===== config.mk =====
export PLATFORM = sky130hd
export DESIGN_NAME = tes_timer16
export DESIGN_NICKNAME = d
export VERILOG_FILES = /design/src/rtl/tes_pkg.sv /design/src/rtl/tes_edge_filter.sv /design/src/rtl/tes_timer16.sv
export SDC_FILE = /design/constraint.sdc
export NUM_CORES = 1
export LEC_CHECK = 0
export BUFFER_PORTS_ARGS = -buffer_cell sky130_fd_sc_hd__buf_4
export CORE_MARGIN = 8
export CORE_UTILIZATION = 49
export CTS_CLUSTER_SIZE = 10
export DETAILED_ROUTE_END_ITERATION = 16
export PLACE_DENSITY = 0.76
export SYNTH_ARGS = -nofsm -noshare
export SYNTH_HDL_FRONTEND = slang
export SYNTH_SLANG_ARGS = --single-unit

===== constraint.sdc =====
create_clock -name mclk -period 2 [get_ports mclk]
set_clock_uncertainty 0.05 [all_clocks]
set_input_delay 0.1 -clock mclk [delete_from_list [all_inputs] [get_ports mclk]]
set_output_delay 0.1 -clock mclk [all_outputs]
set_load 0.02 [all_outputs]

===== src/rtl/tes_pkg.sv =====
// Package with offsets, field positions and reset values of the 16-bit timer
package tes_pkg;

  // ----------------------------------------------------------------
  // Register byte offsets (one aligned word each)
  // ----------------------------------------------------------------
  localparam logic [7:0] TES_OFF_MODE   = 8'h00; // timer_mode_ctrl
  localparam logic [7:0] TES_OFF_CCCTRL = 8'h04; // capture_compare_ctrl
  localparam logic [7:0] TES_OFF_OUTCTL = 8'h08; // output_ctrl_reg
  localparam logic [7:0] TES_OFF_PRESC  = 8'h0C; // prescale_mode_reg
  localparam logic [7:0] TES_OFF_CMPA   = 8'h10; // compare_a
  localparam logic [7:0] TES_OFF_CMPB   = 8'h14; // compare_b
  localparam logic [7:0] TES_OFF_COUNT  = 8'h18; // main_count, read only
  localparam logic [7:0] TES_OFF_STATUS = 8'h1C; // overflow flag and one-shot state

  // ----------------------------------------------------------------
  // Register indices returned by the address decoder
  // ----------------------------------------------------------------
  localparam logic [3:0] TES_IDX_MODE   = 4'h0;
  localparam logic [3:0] TES_IDX_CCCTRL = 4'h1;
  localparam logic [3:0] TES_IDX_OUTCTL = 4'h2;
  localparam logic [3:0] TES_IDX_PRESC  = 4'h3;
  localparam logic [3:0] TES_IDX_CMPA   = 4'h4;
  localparam logic [3:0] TES_IDX_CMPB   = 4'h5;
  localparam logic [3:0] TES_IDX_COUNT  = 4'h6;
  localparam logic [3:0] TES_IDX_STATUS = 4'h7;
  localparam logic [3:0] TES_IDX_NONE   = 4'hF;

  // ----------------------------------------------------------------
  // Field positions
  // ----------------------------------------------------------------
  localparam int TES_RUN_LSB    = 2;  // run_mode_bit_low, run_mode_bit_high at 3
  localparam int TES_OE_BIT     = 0;  // output_enable_bit
  localparam int TES_TOGA_BIT   = 1;  // toggle_on_match_a_bit
  localparam int TES_TOGB_BIT   = 4;  // toggle on match B
  localparam int TES_OSEN_BIT   = 5;  // one-shot output enable
  localparam int TES_OSPT_BIT   = 6;  // oneshot_trigger_bit, write-only pulse
  localparam int TES_CSEL_LSB   = 0;  // count clock select, 2 bits
  localparam int TES_ES_LSB     = 4;  // edge_select_low, edge_select_high at 5
  localparam int TES_OVF_BIT    = 0;  // overflow_flag in status
  localparam int TES_OSACT_BIT  = 1;  // one-shot pulse in progress

  // ----------------------------------------------------------------
  // Encodings
  // ----------------------------------------------------------------
  localparam logic [1:0] TES_RUN_STOP    = 2'b00; // operation stopped
  localparam logic [1:0] TES_RUN_EDGECLR = 2'b01; // clear and start on valid edge
  localparam logic [1:0] TES_RUN_FREE    = 2'b10; // free running
  localparam logic [1:0] TES_RUN_MATCHA  = 2'b11; // clear and start on match A
  localparam logic [1:0] TES_ES_FALL     = 2'b00;
  localparam logic [1:0] TES_ES_RISE     = 2'b01;
  localparam logic [1:0] TES_ES_BOTH     = 2'b11;
  localparam logic [1:0] TES_CSEL_DIV1   = 2'b00; // main_sys_clock
  localparam logic [1:0] TES_CSEL_DIV4   = 2'b01;
  localparam logic [1:0] TES_CSEL_DIV16  = 2'b10;
  localparam logic [1:0] TES_CSEL_EVENT  = 2'b11; // event input valid edges

  // ----------------------------------------------------------------
  // Prescaler terminal counts and reset values
  // ----------------------------------------------------------------
  localparam logic [3:0]  TES_DIV4_LAST  = 4'h3;
  localparam logic [3:0]  TES_DIV16_LAST = 4'hF;
  localparam logic [15:0] TES_COUNT_MAX  = 16'hFFFF;
  localparam logic [15:0] TES_CMP_RST    = 16'h0000;
  localparam logic [15:0] TES_COUNT_RST  = 16'h0000;

endpackage


===== src/rtl/tes_edge_filter.sv =====
// Two-sample noise filter for the event input pin with edge pulses
`timescale 1ns/100ps
`default_nettype none

module tes_edge_filter
  import tes_pkg::*;
(
  input  wire logic mclk,
  input  wire logic sys_rst,
  input  wire logic pinIn,
  output logic      risePulse,
  output logic      fallPulse
);

  logic sampleReg;
  logic levelReg;
  logic newLevel;

  // ----------------------------------------------------------------
  // Accept a new level only after two equal consecutive samples
  // ----------------------------------------------------------------
  assign newLevel = (pinIn == sampleReg) && (sampleReg != levelReg);

  // Sample history and filtered level
  always_ff @(posedge mclk) begin
    if (sys_rst) begin
      sampleReg <= 1'b0;
      levelReg  <= 1'b0;
      risePulse <= 1'b0;
      fallPulse <= 1'b0;
    end else begin
      sampleReg <= pinIn;
      if (newLevel) begin
        levelReg <= sampleReg;
      end
      risePulse <= newLevel && sampleReg;
      fallPulse <= newLevel && !sampleReg;
    end
  end

endmodule

`default_nettype wire


===== src/rtl/tes_timer16.sv =====
// 16-bit timer/event counter with square-wave and one-shot output, AHB-Lite registers
`timescale 1ns/100ps
`default_nettype none

// Notes on behaviour
// Event mode: count one per valid filtered edge of the event input.
// Match A in clear mode clears count to zero and pulses match A request.
// Software keeps compare A nonzero in event-counter mode.
// Prescale bits 5:4 pick falling, rising or both edges.
// Edge acts only after new level seen on two consecutive clock samples.
// Overflow flag sets only when count wraps from all ones.
// Software reads the count register for the number of events.
// Software programs everything else before writing run mode.
// Software leaves compare A alone while square wave runs.
// Output enable plus toggle-on-A inverts pin every compare A plus one ticks.
// Writing one to trigger bit clears and restarts the counter.
// One-shot with B below A: active at B, inactive at A.
// B above A: active at A, inactive at B; never equal values.
// Counter keeps running after one-shot; only run mode 00 stops it.
// Software does not retrigger during an active pulse.
// Valid edge also restarts counter in software one-shot mode.
// Software loads both compare registers nonzero before one-shot.
// One-shot starts from trigger bit or a valid event edge.
// External edge clears and starts; output follows both compares.
// Square-wave match A also clears count and pulses match A request.
module tes_timer16
  import tes_pkg::*;
(
  input  wire logic        mclk,
  input  wire logic        sys_rst,
  input  wire logic        hsel,
  input  wire logic [31:0] haddr,
  input  wire logic [1:0]  htrans,
  input  wire logic        hwrite,
  input  wire logic [2:0]  hsize,
  input  wire logic [31:0] hwdata,
  input  wire logic        hready,
  output logic      [31:0] hrdata,
  output logic             hreadyout,
  output logic             hresp,
  input  wire logic        eventInputPin,
  output logic             timerOutputPin,
  output logic             matchAIrq,
  output logic             matchBIrq
);

  // ----------------------------------------------------------------
  // Address decoder shared by read and write paths
  // ----------------------------------------------------------------
  function automatic logic [3:0] decodeIdx(input logic [7:0] addr);
    logic [3:0] idx;
    idx = TES_IDX_NONE;
    if (addr == TES_OFF_MODE) begin
      idx = TES_IDX_MODE;
    end else if (addr == TES_OFF_CCCTRL) begin
      idx = TES_IDX_CCCTRL;
    end else if (addr == TES_OFF_OUTCTL) begin
      idx = TES_IDX_OUTCTL;
    end else if (addr == TES_OFF_PRESC) begin
      idx = TES_IDX_PRESC;
    end else if (addr == TES_OFF_CMPA) begin
      idx = TES_IDX_CMPA;
    end else if (addr == TES_OFF_CMPB) begin
      idx = TES_IDX_CMPB;
    end else if (addr == TES_OFF_COUNT) begin
      idx = TES_IDX_COUNT;
    end else if (addr == TES_OFF_STATUS) begin
      idx = TES_IDX_STATUS;
    end
    return idx;
  endfunction

  // ----------------------------------------------------------------
  // Storage
  // ----------------------------------------------------------------
  logic [1:0]  runModeReg;
  logic [2:0]  ccCtrlReg;
  logic        outEnableReg;
  logic        toggleAReg;
  logic        toggleBReg;
  logic        oneShotEnReg;
  logic [1:0]  clockSelReg;
  logic [1:0]  edgeSelReg;
  logic [15:0] compareAReg;
  logic [15:0] compareBReg;
  logic [15:0] countReg;
  logic [15:0] countNext;
  logic [3:0]  divReg;
  logic        overflowReg;
  logic        oneShotActReg;
  logic        levelReg;
  logic        levelNext;
  logic        wrPendReg;
  logic [3:0]  wrIdxReg;

  // ----------------------------------------------------------------
  // Bus phase decode
  // ----------------------------------------------------------------
  logic        addrPhase;
  logic [3:0]  addrIdx;
  logic        rdTake;
  logic        wrTake;
  logic [31:0] rdData;

  assign addrPhase = hsel && htrans[1] && hready;
  assign addrIdx   = decodeIdx(haddr[7:0]);
  assign rdTake    = addrPhase && !hwrite;
  assign wrTake    = addrPhase && hwrite;

  // Write strobes for the data phase
  logic wrMode;
  logic wrCcCtrl;
  logic wrOutCtl;
  logic wrPresc;
  logic wrCmpA;
  logic wrCmpB;
  logic wrStatus;

  assign wrMode   = wrPendReg && (wrIdxReg == TES_IDX_MODE);
  assign wrCcCtrl = wrPendReg && (wrIdxReg == TES_IDX_CCCTRL);
  assign wrOutCtl = wrPendReg && (wrIdxReg == TES_IDX_OUTCTL);
  assign wrPresc  = wrPendReg && (wrIdxReg == TES_IDX_PRESC);
  assign wrCmpA   = wrPendReg && (wrIdxReg == TES_IDX_CMPA);
  assign wrCmpB   = wrPendReg && (wrIdxReg == TES_IDX_CMPB);
  assign wrStatus = wrPendReg && (wrIdxReg == TES_IDX_STATUS);

  // Read multiplexer; unmapped words read zero
  assign rdData =
    (addrIdx == TES_IDX_MODE)   ? {28'h0000000, runModeReg, 2'b00} :
    (addrIdx == TES_IDX_CCCTRL) ? {29'h00000000, ccCtrlReg} :
    (addrIdx == TES_IDX_OUTCTL) ? {26'h0000000, oneShotEnReg, toggleBReg, 2'b00,
                                   toggleAReg, outEnableReg} :
    (addrIdx == TES_IDX_PRESC)  ? {26'h0000000, edgeSelReg, 2'b00, clockSelReg} :
    (addrIdx == TES_IDX_CMPA)   ? {16'h0000, compareAReg} :
    (addrIdx == TES_IDX_CMPB)   ? {16'h0000, compareBReg} :
    (addrIdx == TES_IDX_COUNT)  ? {16'h0000, countReg} :
    (addrIdx == TES_IDX_STATUS) ? {30'h00000000, oneShotActReg, overflowReg} :
                                  32'h00000000;

  // ----------------------------------------------------------------
  // AHB-Lite slave: zero wait states, always OKAY
  // ----------------------------------------------------------------
  always_ff @(posedge mclk) begin
    if (sys_rst) begin
      hreadyout <= 1'b0;
      hresp     <= 1'b0;
      hrdata    <= 32'h00000000;
      wrPendReg <= 1'b0;
      wrIdxReg  <= TES_IDX_NONE;
    end else begin
      hreadyout <= 1'b1;
      hresp     <= 1'b0;
      wrPendReg <= wrTake;
      wrIdxReg  <= addrIdx;
      if (rdTake) begin
        hrdata <= rdData;
      end
    end
  end

  // ----------------------------------------------------------------
  // Configuration registers written in the data phase
  // ----------------------------------------------------------------
  always_ff @(posedge mclk) begin
    if (sys_rst) begin
      runModeReg   <= TES_RUN_STOP;
      ccCtrlReg    <= 3'h0;
      outEnableReg <= 1'b0;
      toggleAReg   <= 1'b0;
      toggleBReg   <= 1'b0;
      oneShotEnReg <= 1'b0;
      clockSelReg  <= TES_CSEL_DIV1;
      edgeSelReg   <= TES_ES_FALL;
      compareAReg  <= TES_CMP_RST;
      compareBReg  <= TES_CMP_RST;
    end else begin
      if (wrMode) begin
        runModeReg <= hwdata[TES_RUN_LSB +: 2];
      end
      if (wrCcCtrl) begin
        ccCtrlReg <= hwdata[2:0];
      end
      if (wrOutCtl) begin
        outEnableReg <= hwdata[TES_OE_BIT];
        toggleAReg   <= hwdata[TES_TOGA_BIT];
        toggleBReg   <= hwdata[TES_TOGB_BIT];
        oneShotEnReg <= hwdata[TES_OSEN_BIT];
      end
      if (wrPresc) begin
        clockSelReg <= hwdata[TES_CSEL_LSB +: 2];
        edgeSelReg  <= hwdata[TES_ES_LSB +: 2];
      end
      if (wrCmpA) begin
        compareAReg <= hwdata[15:0];
      end
      if (wrCmpB) begin
        compareBReg <= hwdata[15:0];
      end
    end
  end

  // ----------------------------------------------------------------
  // Event input filtering and edge selection
  // ----------------------------------------------------------------
  logic risePulse;
  logic fallPulse;
  logic validEdge;

  tes_edge_filter uEdgeFilter (
    .mclk      (mclk),
    .sys_rst   (sys_rst),
    .pinIn     (eventInputPin),
    .risePulse (risePulse),
    .fallPulse (fallPulse)
  );

  // Edge select picks which filtered transitions count; 10 selects none
  assign validEdge =
    ((edgeSelReg == TES_ES_FALL) && fallPulse) ||
    ((edgeSelReg == TES_ES_RISE) && risePulse) ||
    ((edgeSelReg == TES_ES_BOTH) && (risePulse || fallPulse));

  // ----------------------------------------------------------------
  // Count clock, restart and match decode
  // ----------------------------------------------------------------
  logic running;
  logic eventClock;
  logic tick;
  logic swTrigger;
  logic edgeTrigger;
  logic restart;
  logic atCompareA;
  logic atCompareB;
  logic matchA;
  logic matchB;
  logic clearOnA;
  logic wrapAll;
  logic bFirst;

  assign running    = (runModeReg != TES_RUN_STOP);
  assign eventClock = (clockSelReg == TES_CSEL_EVENT);

  // Count clock: system clock, divided clock or event edges
  assign tick = running && (
    (clockSelReg == TES_CSEL_DIV1) ||
    ((clockSelReg == TES_CSEL_DIV4) && (divReg[1:0] == TES_DIV4_LAST[1:0])) ||
    ((clockSelReg == TES_CSEL_DIV16) && (divReg == TES_DIV16_LAST)) ||
    (eventClock && validEdge));

  // Trigger bit write, and a valid edge in edge-clear or one-shot mode without event clock, clear and start the counter
  assign swTrigger   = running && wrOutCtl && hwdata[TES_OSPT_BIT];
  assign edgeTrigger = running && !eventClock && validEdge &&
                       ((runModeReg == TES_RUN_EDGECLR) || oneShotEnReg);
  assign restart     = swTrigger || edgeTrigger;

  assign atCompareA = (countReg == compareAReg);
  assign atCompareB = (countReg == compareBReg);
  assign matchA     = tick && !restart && atCompareA;
  assign matchB     = tick && !restart && atCompareB;
  assign clearOnA   = matchA && (runModeReg == TES_RUN_MATCHA);
  assign wrapAll    = tick && !restart && (countReg == TES_COUNT_MAX);
  assign bFirst     = (compareBReg < compareAReg);

  // Next count value
  assign countNext =
    !running ? TES_COUNT_RST :
    restart  ? TES_COUNT_RST :
    clearOnA ? TES_COUNT_RST :
    tick     ? countReg + 16'h0001 :
               countReg;

  // ----------------------------------------------------------------
  // Output level: one-shot sequencing or toggling on matches
  // ----------------------------------------------------------------
  logic osOn;
  logic osOff;

  assign osOn  = oneShotActReg && (bFirst ? matchB : matchA);
  assign osOff = oneShotActReg && (bFirst ? matchA : matchB);

  assign levelNext =
    !running     ? 1'b0 :
    oneShotEnReg ? (restart ? 1'b0 : osOn ? 1'b1 : osOff ? 1'b0 : levelReg) :
    ((toggleAReg && matchA) ^ (toggleBReg && matchB)) ? !levelReg :
                   levelReg;

  // ----------------------------------------------------------------
  // Counter, prescaler and one-shot state
  // ----------------------------------------------------------------
  always_ff @(posedge mclk) begin
    if (sys_rst) begin
      countReg      <= TES_COUNT_RST;
      divReg        <= 4'h0;
      oneShotActReg <= 1'b0;
      levelReg      <= 1'b0;
    end else begin
      countReg <= countNext;
      divReg   <= (running && !restart) ? divReg + 4'h1 : 4'h0;
      levelReg <= levelNext;
      // Pulse in progress from trigger until its closing match
      if (!running || !oneShotEnReg) begin
        oneShotActReg <= 1'b0;
      end else if (restart) begin
        oneShotActReg <= 1'b1;
      end else if (osOff) begin
        oneShotActReg <= 1'b0;
      end
    end
  end

  // ----------------------------------------------------------------
  // Overflow flag: set wins over a software clear in the same cycle
  // ----------------------------------------------------------------
  always_ff @(posedge mclk) begin
    if (sys_rst) begin
      overflowReg <= 1'b0;
    end else if (wrapAll) begin
      overflowReg <= 1'b1;
    end else if (wrStatus && !hwdata[TES_OVF_BIT]) begin
      overflowReg <= 1'b0;
    end
  end

  // ----------------------------------------------------------------
  // Registered pin and match request outputs
  // ----------------------------------------------------------------
  always_ff @(posedge mclk) begin
    if (sys_rst) begin
      timerOutputPin <= 1'b0;
      matchAIrq      <= 1'b0;
      matchBIrq      <= 1'b0;
    end else begin
      timerOutputPin <= outEnableReg && levelNext;
      matchAIrq      <= matchA;
      matchBIrq      <= matchB;
    end
  end

endmodule

`default_nettype wire


* After elaboration in Yosys (flattened, before gate mapping)
Index checks and enable logic that the tools add are counted.
Storage, ports and cells: flip-flop bits (word level) 113, input bits 75, output and inout bits 37, word-level logic and storage cells 161
Cells by class: $add $sub $neg 2, magnitude comparators 1, equal/unequal tests 34, mux-type cells 29, bitwise operators 3, reduce and logical (&&, ||, !) cells 66
Operator list (number):
- 2-to-1 mux 16 bit | 7
- logical AND 1 bit | 38
- equality test 16 bit | 2
- equality test 8 x 5 -> 1 bit (second input constant) | 4
- 2-to-1 mux 4 bit | 8
- equality test 4 x 3 -> 1 bit (second input constant) | 7
- adder 16 x 1 -> 16 bit (second input constant) | 1
- equality test 16 bit (second input constant) | 1
- equality test 4 x 2 -> 1 bit (second input constant) | 4
- equality test 8 x 4 -> 1 bit (second input constant) | 2
- less-than comparator 16 bit | 1
- 2-to-1 mux 1 bit | 13
- equality test 2 bit (second input constant) | 5
- logical OR 1 bit | 9
- equality test 4 x 1 -> 1 bit (second input constant) | 2
- equality test 8 x 3 -> 1 bit (second input constant) | 1
- zero test 1 bit | 8
- zero test 4 bit | 2
- zero test 8 bit | 1
- equality test 2 x 1 -> 1 bit (second input constant) | 3
- nonzero test 2 bit | 3
- adder 4 x 1 -> 4 bit (second input constant) | 1
- equality test 4 bit (second input constant) | 1
- zero test 2 bit | 2
- 7 further kinds | 9

* Longest topological paths before layout
word-level depth 18, gate-level depth with buffers 9, gate-level depth less buffers 9

* Cells and area by module
From an unflattened synthesis, not the netlist that was laid out.
Second synthesis, totals: cells, all modules 628, area total of the unflattened synthesis 5307.6 um^2
By module, submodules not included:
- tes_timer16 | times used 1, cells an instance 618, area an instance 5182.5 um^2, seq. area each 1861.8 um^2
- tes_edge_filter | times used 1, cells an instance 10, area an instance 125.1 um^2, seq. area each 80.1 um^2

* Least setup slack after synthesis
Ideal clock, no wire load.
kind reg-to-reg, start register compareAReg[2], end register oneShotActReg, setup time 118 ps, arrival 1830 ps, data required time 1832 ps, setup slack 2 ps, stages on the path, launching flop included 10, buffers on the path 0, cell sequence dfxtp_1 inv_1 ha_1 nand2_1 o21ai_0 a211oi_1 o41ai_2 mux2_2 nand2_1 a21oi_1
On the way: longest elaborated chain between the ends 5
Ends and longest elaborated chain:
- from (decl) | RTL line tes_timer16.sv:84 | logic [15:0] compareAReg;
- from (signal assigned) | RTL line tes_timer16.sv:194 | compareAReg <= hwdata[15:0];
- branches (longest 2 deep; another with less-than comparator 16 bit)
- 2-to-1 mux 1 bit * | RTL line tes_timer16.sv:279 | assign osOff = oneShotActReg && (bFirst ? matchA : matchB);
- logical AND 1 bit * | RTL line tes_timer16.sv:279
- nonzero test 2 bit (no source line) *
- to (signal assigned) | RTL line tes_timer16.sv:294 | oneShotActReg <= 1'b0;
- to (signal assigned) | RTL line tes_timer16.sv:302 | oneShotActReg <= 1'b0;
- to (signal assigned) | RTL line tes_timer16.sv:304 | oneShotActReg <= 1'b1;
- to (decl) | RTL line tes_timer16.sv:90 | logic oneShotActReg;
Mark *: on every way between the ends. A chain may end at the register's enable or synchronous reset.

* Final worst setup path
start register compareBReg[7], end register oneShotActReg
On the way: longest elaborated chain between the ends 5
Ends and longest elaborated chain:
- from (decl) | RTL line tes_timer16.sv:85 | logic [15:0] compareBReg;
- from (signal assigned) | RTL line tes_timer16.sv:197 | compareBReg <= hwdata[15:0];
- branches (longest 2 deep; another with less-than comparator 16 bit)
- 2-to-1 mux 1 bit * | RTL line tes_timer16.sv:279
- logical AND 1 bit * | RTL line tes_timer16.sv:279
- nonzero test 2 bit (no source line) *
Marks and branches as above.

==> flow_summary.json <==
{
  "cts_buffers": 9,
  "setup_violations": 7,
  "firstDrtPassIters": 8,
  "power_density_mw_per_mm2": 499,
  "cap_viol_max_count": 0,
  "yosysTopAreaCell": "dfxtp_1",
  "totalWireLength_mm": 15.8,
  "coreArea_mm2": 0.0102,
  "whs_path_depth": 2,
  "globalplace.congestion": 0.935,
  "clockBufferDepth": 2,
  "dp_hpwl_mm": 11.1,
  "crit_slowest_cell": "o41ai_2",
  "synth_edf_count": 0,
  "worst_ep_required_time_ns": 2.22,
  "drc": 0,
  "synth_seq_area_share": 0.380,
  "synth.cell_area_mm2": 0.00511,
  "fp.dieW_um": 118,
  "drt_iter0_drc": 541,
  "n_antenna_cell": 0,
  "initial_core_util": 0.499,
  "post-route-period-util": 1.06,
  "power_mw": 3.41,
  "area_growth_pct": 33.7,
  "dpl_cell_area_mm2": 0.00600,
  "min_to": "wrIdxReg[0]",
  "synth_ff_type": "dfxtp_1",
  "period_needed_ns": 2.12,
  "holdCritStartpoint": "haddr[2]",
  "fin_nets": 832,
  "synth.top_cell.area_share": 0.380,
  "ant_nets": 0,
  "r2r_end": "oneShotActReg",
  "power_leakage_nw": 2.50,
  "yosysWarnings": 0,
  "overflow": 0,
  "worstSetupPathType": "register to register",
  "rows": 37,
  "vias_per_cell": 5.62,
  "grt_max_degree": 34,
  "fmax_mhz": 471,
  "ys_ff_latch": 97,
  "avgSynthCellArea_um2": 8.39,
  "setup_ws_ns": -0.121,
  "hold_viol_final": 0,
  "slew_violations": 0,
  "r2r_start": "compareBReg[7]",
  "clock-sinks": 97,
  "ios": 112,
  "rr_worst_depth": 10,
  "vias": 4950,
  "violations": "negative setup slack",
  "synth_area_leaders": "dfxtp_1 38%, xnor2_1 7.9%, nand2_1 5.9%",
  "synthCells": 609,
  "endpoint_kind": "register",
  "fin_setup_tns_ns": -0.454,
  "path_cells": "buf_6 -> ha_4 -> nand4_1 -> nor2_1 -> a211oi_2 -> o41ai_2 -> buf_4 -> mux2_4 -> nand2_2 -> a21oi_2",
  "htree_levels": 3,
  "cts_tree": "built",
  "rsz0062_at_grt": "true",
  "die_y_um": 118,
  "ff2ff_setup_slack_ns": -0.12,
  "vdd.ir_drop.worst_mv": 0.421,
  "synthArstFlopShare": 0,
  "min_path_type": "input port to register",
  "grt_pass1_wl_mm": 24.9,
  "grt_usage": 0.219,
  "die_area_mm2": 0.0139,
  "insertion_delay_ns": 0.38,
  "critPathLaunchType": "register",
  "wl_per_cell_um": 18.0,
  "hold_ws_ns": 0.0270,
  "fill_cells": 791,
  "drive_above_1_share": 0.322,
  "crit_fanout": 2,
  "cpPeakStageDelay_ns": 0.36,
  "antenna_found_initial": 0,
  "status": "finished with violations",
  "cp_data_arrival_time_ns": 2.34,
  "ys_types": 60,
  "clkTransAtPathRegs_ns": 0.10,
  "cts_root_buffer": "clkbuf_8",
  "tightest_slew_ns": 0.509,
  "port_buffers": 50,
  "slew_headroom": 0.659,
  "final_cell_area_mm2": 0.00683,
  "grt_pass1_vias": 5038
}
[sequential cells by signal, indices dropped and copies added, names as in the netlist, 2 cells and up]
register     count
ccCtrlReg        3
divReg           4
hrdata          16
compareBReg     16
runModeReg       2
countReg        16
wrIdxReg         4
clockSelReg      2
edgeSelReg       2
compareAReg     16
[per-stage QoR]
stage,setup WS (ns),std cells,utilization
floorplan,0.00221,625,-
global placement,-0.129,830,0.587
detailed placement,-0.181,830,0.587
CTS,-0.0776,877,0.642
global route,-0.210,881,0.667
finish,-0.121,881,0.667
[repair_timing]
action	in CTS	in global routing
hold endpoints to repair	53	0
setup endpoints to repair	20	22
hold buffers	25	0
pin swaps	16	24
cloned	0	0
resized for setup	28	54
buffers inserted	6	4
[cells in the final DEF, fill, tap and decap left out, types with 12 or more instances in the layout]
cell,Yosys,layout
dfxtp_2,0,22
a21oi_1,48,45
nand2_1,80,77
nand3_1,30,29
ha_1,17,12
conb_1,1,17
mux2i_1,15,15
nor2_1,64,61
dfxtp_1,97,73
nand4_1,15,15
inv_1,21,21
buf_4,19,129
xnor2_1,46,36
dlygate4sd3_1,0,25
[critical path, delay by kind of cell (launching register included)]
kind	cells	cell delay, ns
buffers and inverters	2	0.29
AND/OR/NAND/NOR	3	0.29
multiplexers	1	0.30
flip-flops	1	0.35
adder cells (fa/ha/maj)	1	0.25
AO/OA/AOI/OAI	3	0.49
[power breakdown]
part / switching, mW / total (mW) / internal [mW]
Clock: 0.741 / 1.21 / 0.470
Sequential: 0.00817 / 1.95 / 1.94
Combinational: 0.140 / 0.247 / 0.107
Total: 0.890 / 3.41 / 2.52
[cells in the mapped netlist (6+ instances only)]
cell	instances
a211oi_1	13
a21oi_1	48
a222oi_1	9
buf_2	11
buf_4	19
clkbuf_1	27
dfxtp_1	97
ha_1	17
inv_1	21
mux2i_1	15
nand2_1	80
nand3_1	30
nand4_1	15
nor2_1	64
nor2b_1	6
o21ai_0	9
xnor2_1	46
[area by class of cell]
class / instances / area [um^2] / share of cell area
Multi-Input combinational cell: 449 / 3110 / 0.455
Sequential cell: 97 / 1980 / 0.289
Timing Repair Buffer: 162 / 1320 / 0.193
Tap cell: 136 / 170 / 0.0249
Clock buffer: 10 / 128 / 0.0187
Inverter: 21 / 78.8 / 0.0115
Clock inverter: 6 / 52.6 / 0.00770
[how the worst max path moves through the flow]
stage / to / from / slack, ns / cells after the start
6_report: oneShotActReg / compareBReg[7] / -0.12 / 10
5_1_grt: levelReg / compareAReg[6] / -0.21 / 10
4_1_cts: levelReg / compareBReg[7] / -0.08 / 9
3_5_place_dp: levelReg / compareAReg[2] / -0.18 / 10
3_3_place_gp: levelReg / compareAReg[2] / -0.13 / 10
2_1_floorplan: oneShotActReg / compareAReg[2] / 0.002 / 9
[routing by layer]
layer,wire (um),GRT usage
met5,0,0
met1,6260,0.244
met3,1050,0.0494
met4,416,0.0937
met2,8090,0.390
[cells by family after synthesis]
logic type | share of synthesized area
other | 0.000734
adders and majority gates | 0.0416
AOI/OAI and AO/OA | 0.156
muxes | 0.0360
xor gates and xnor gates | 0.0823
buffers and inverters | 0.0750
DFF | 0.380
and+or+nand+nor | 0.228
(Power assumes the default switching activity.)
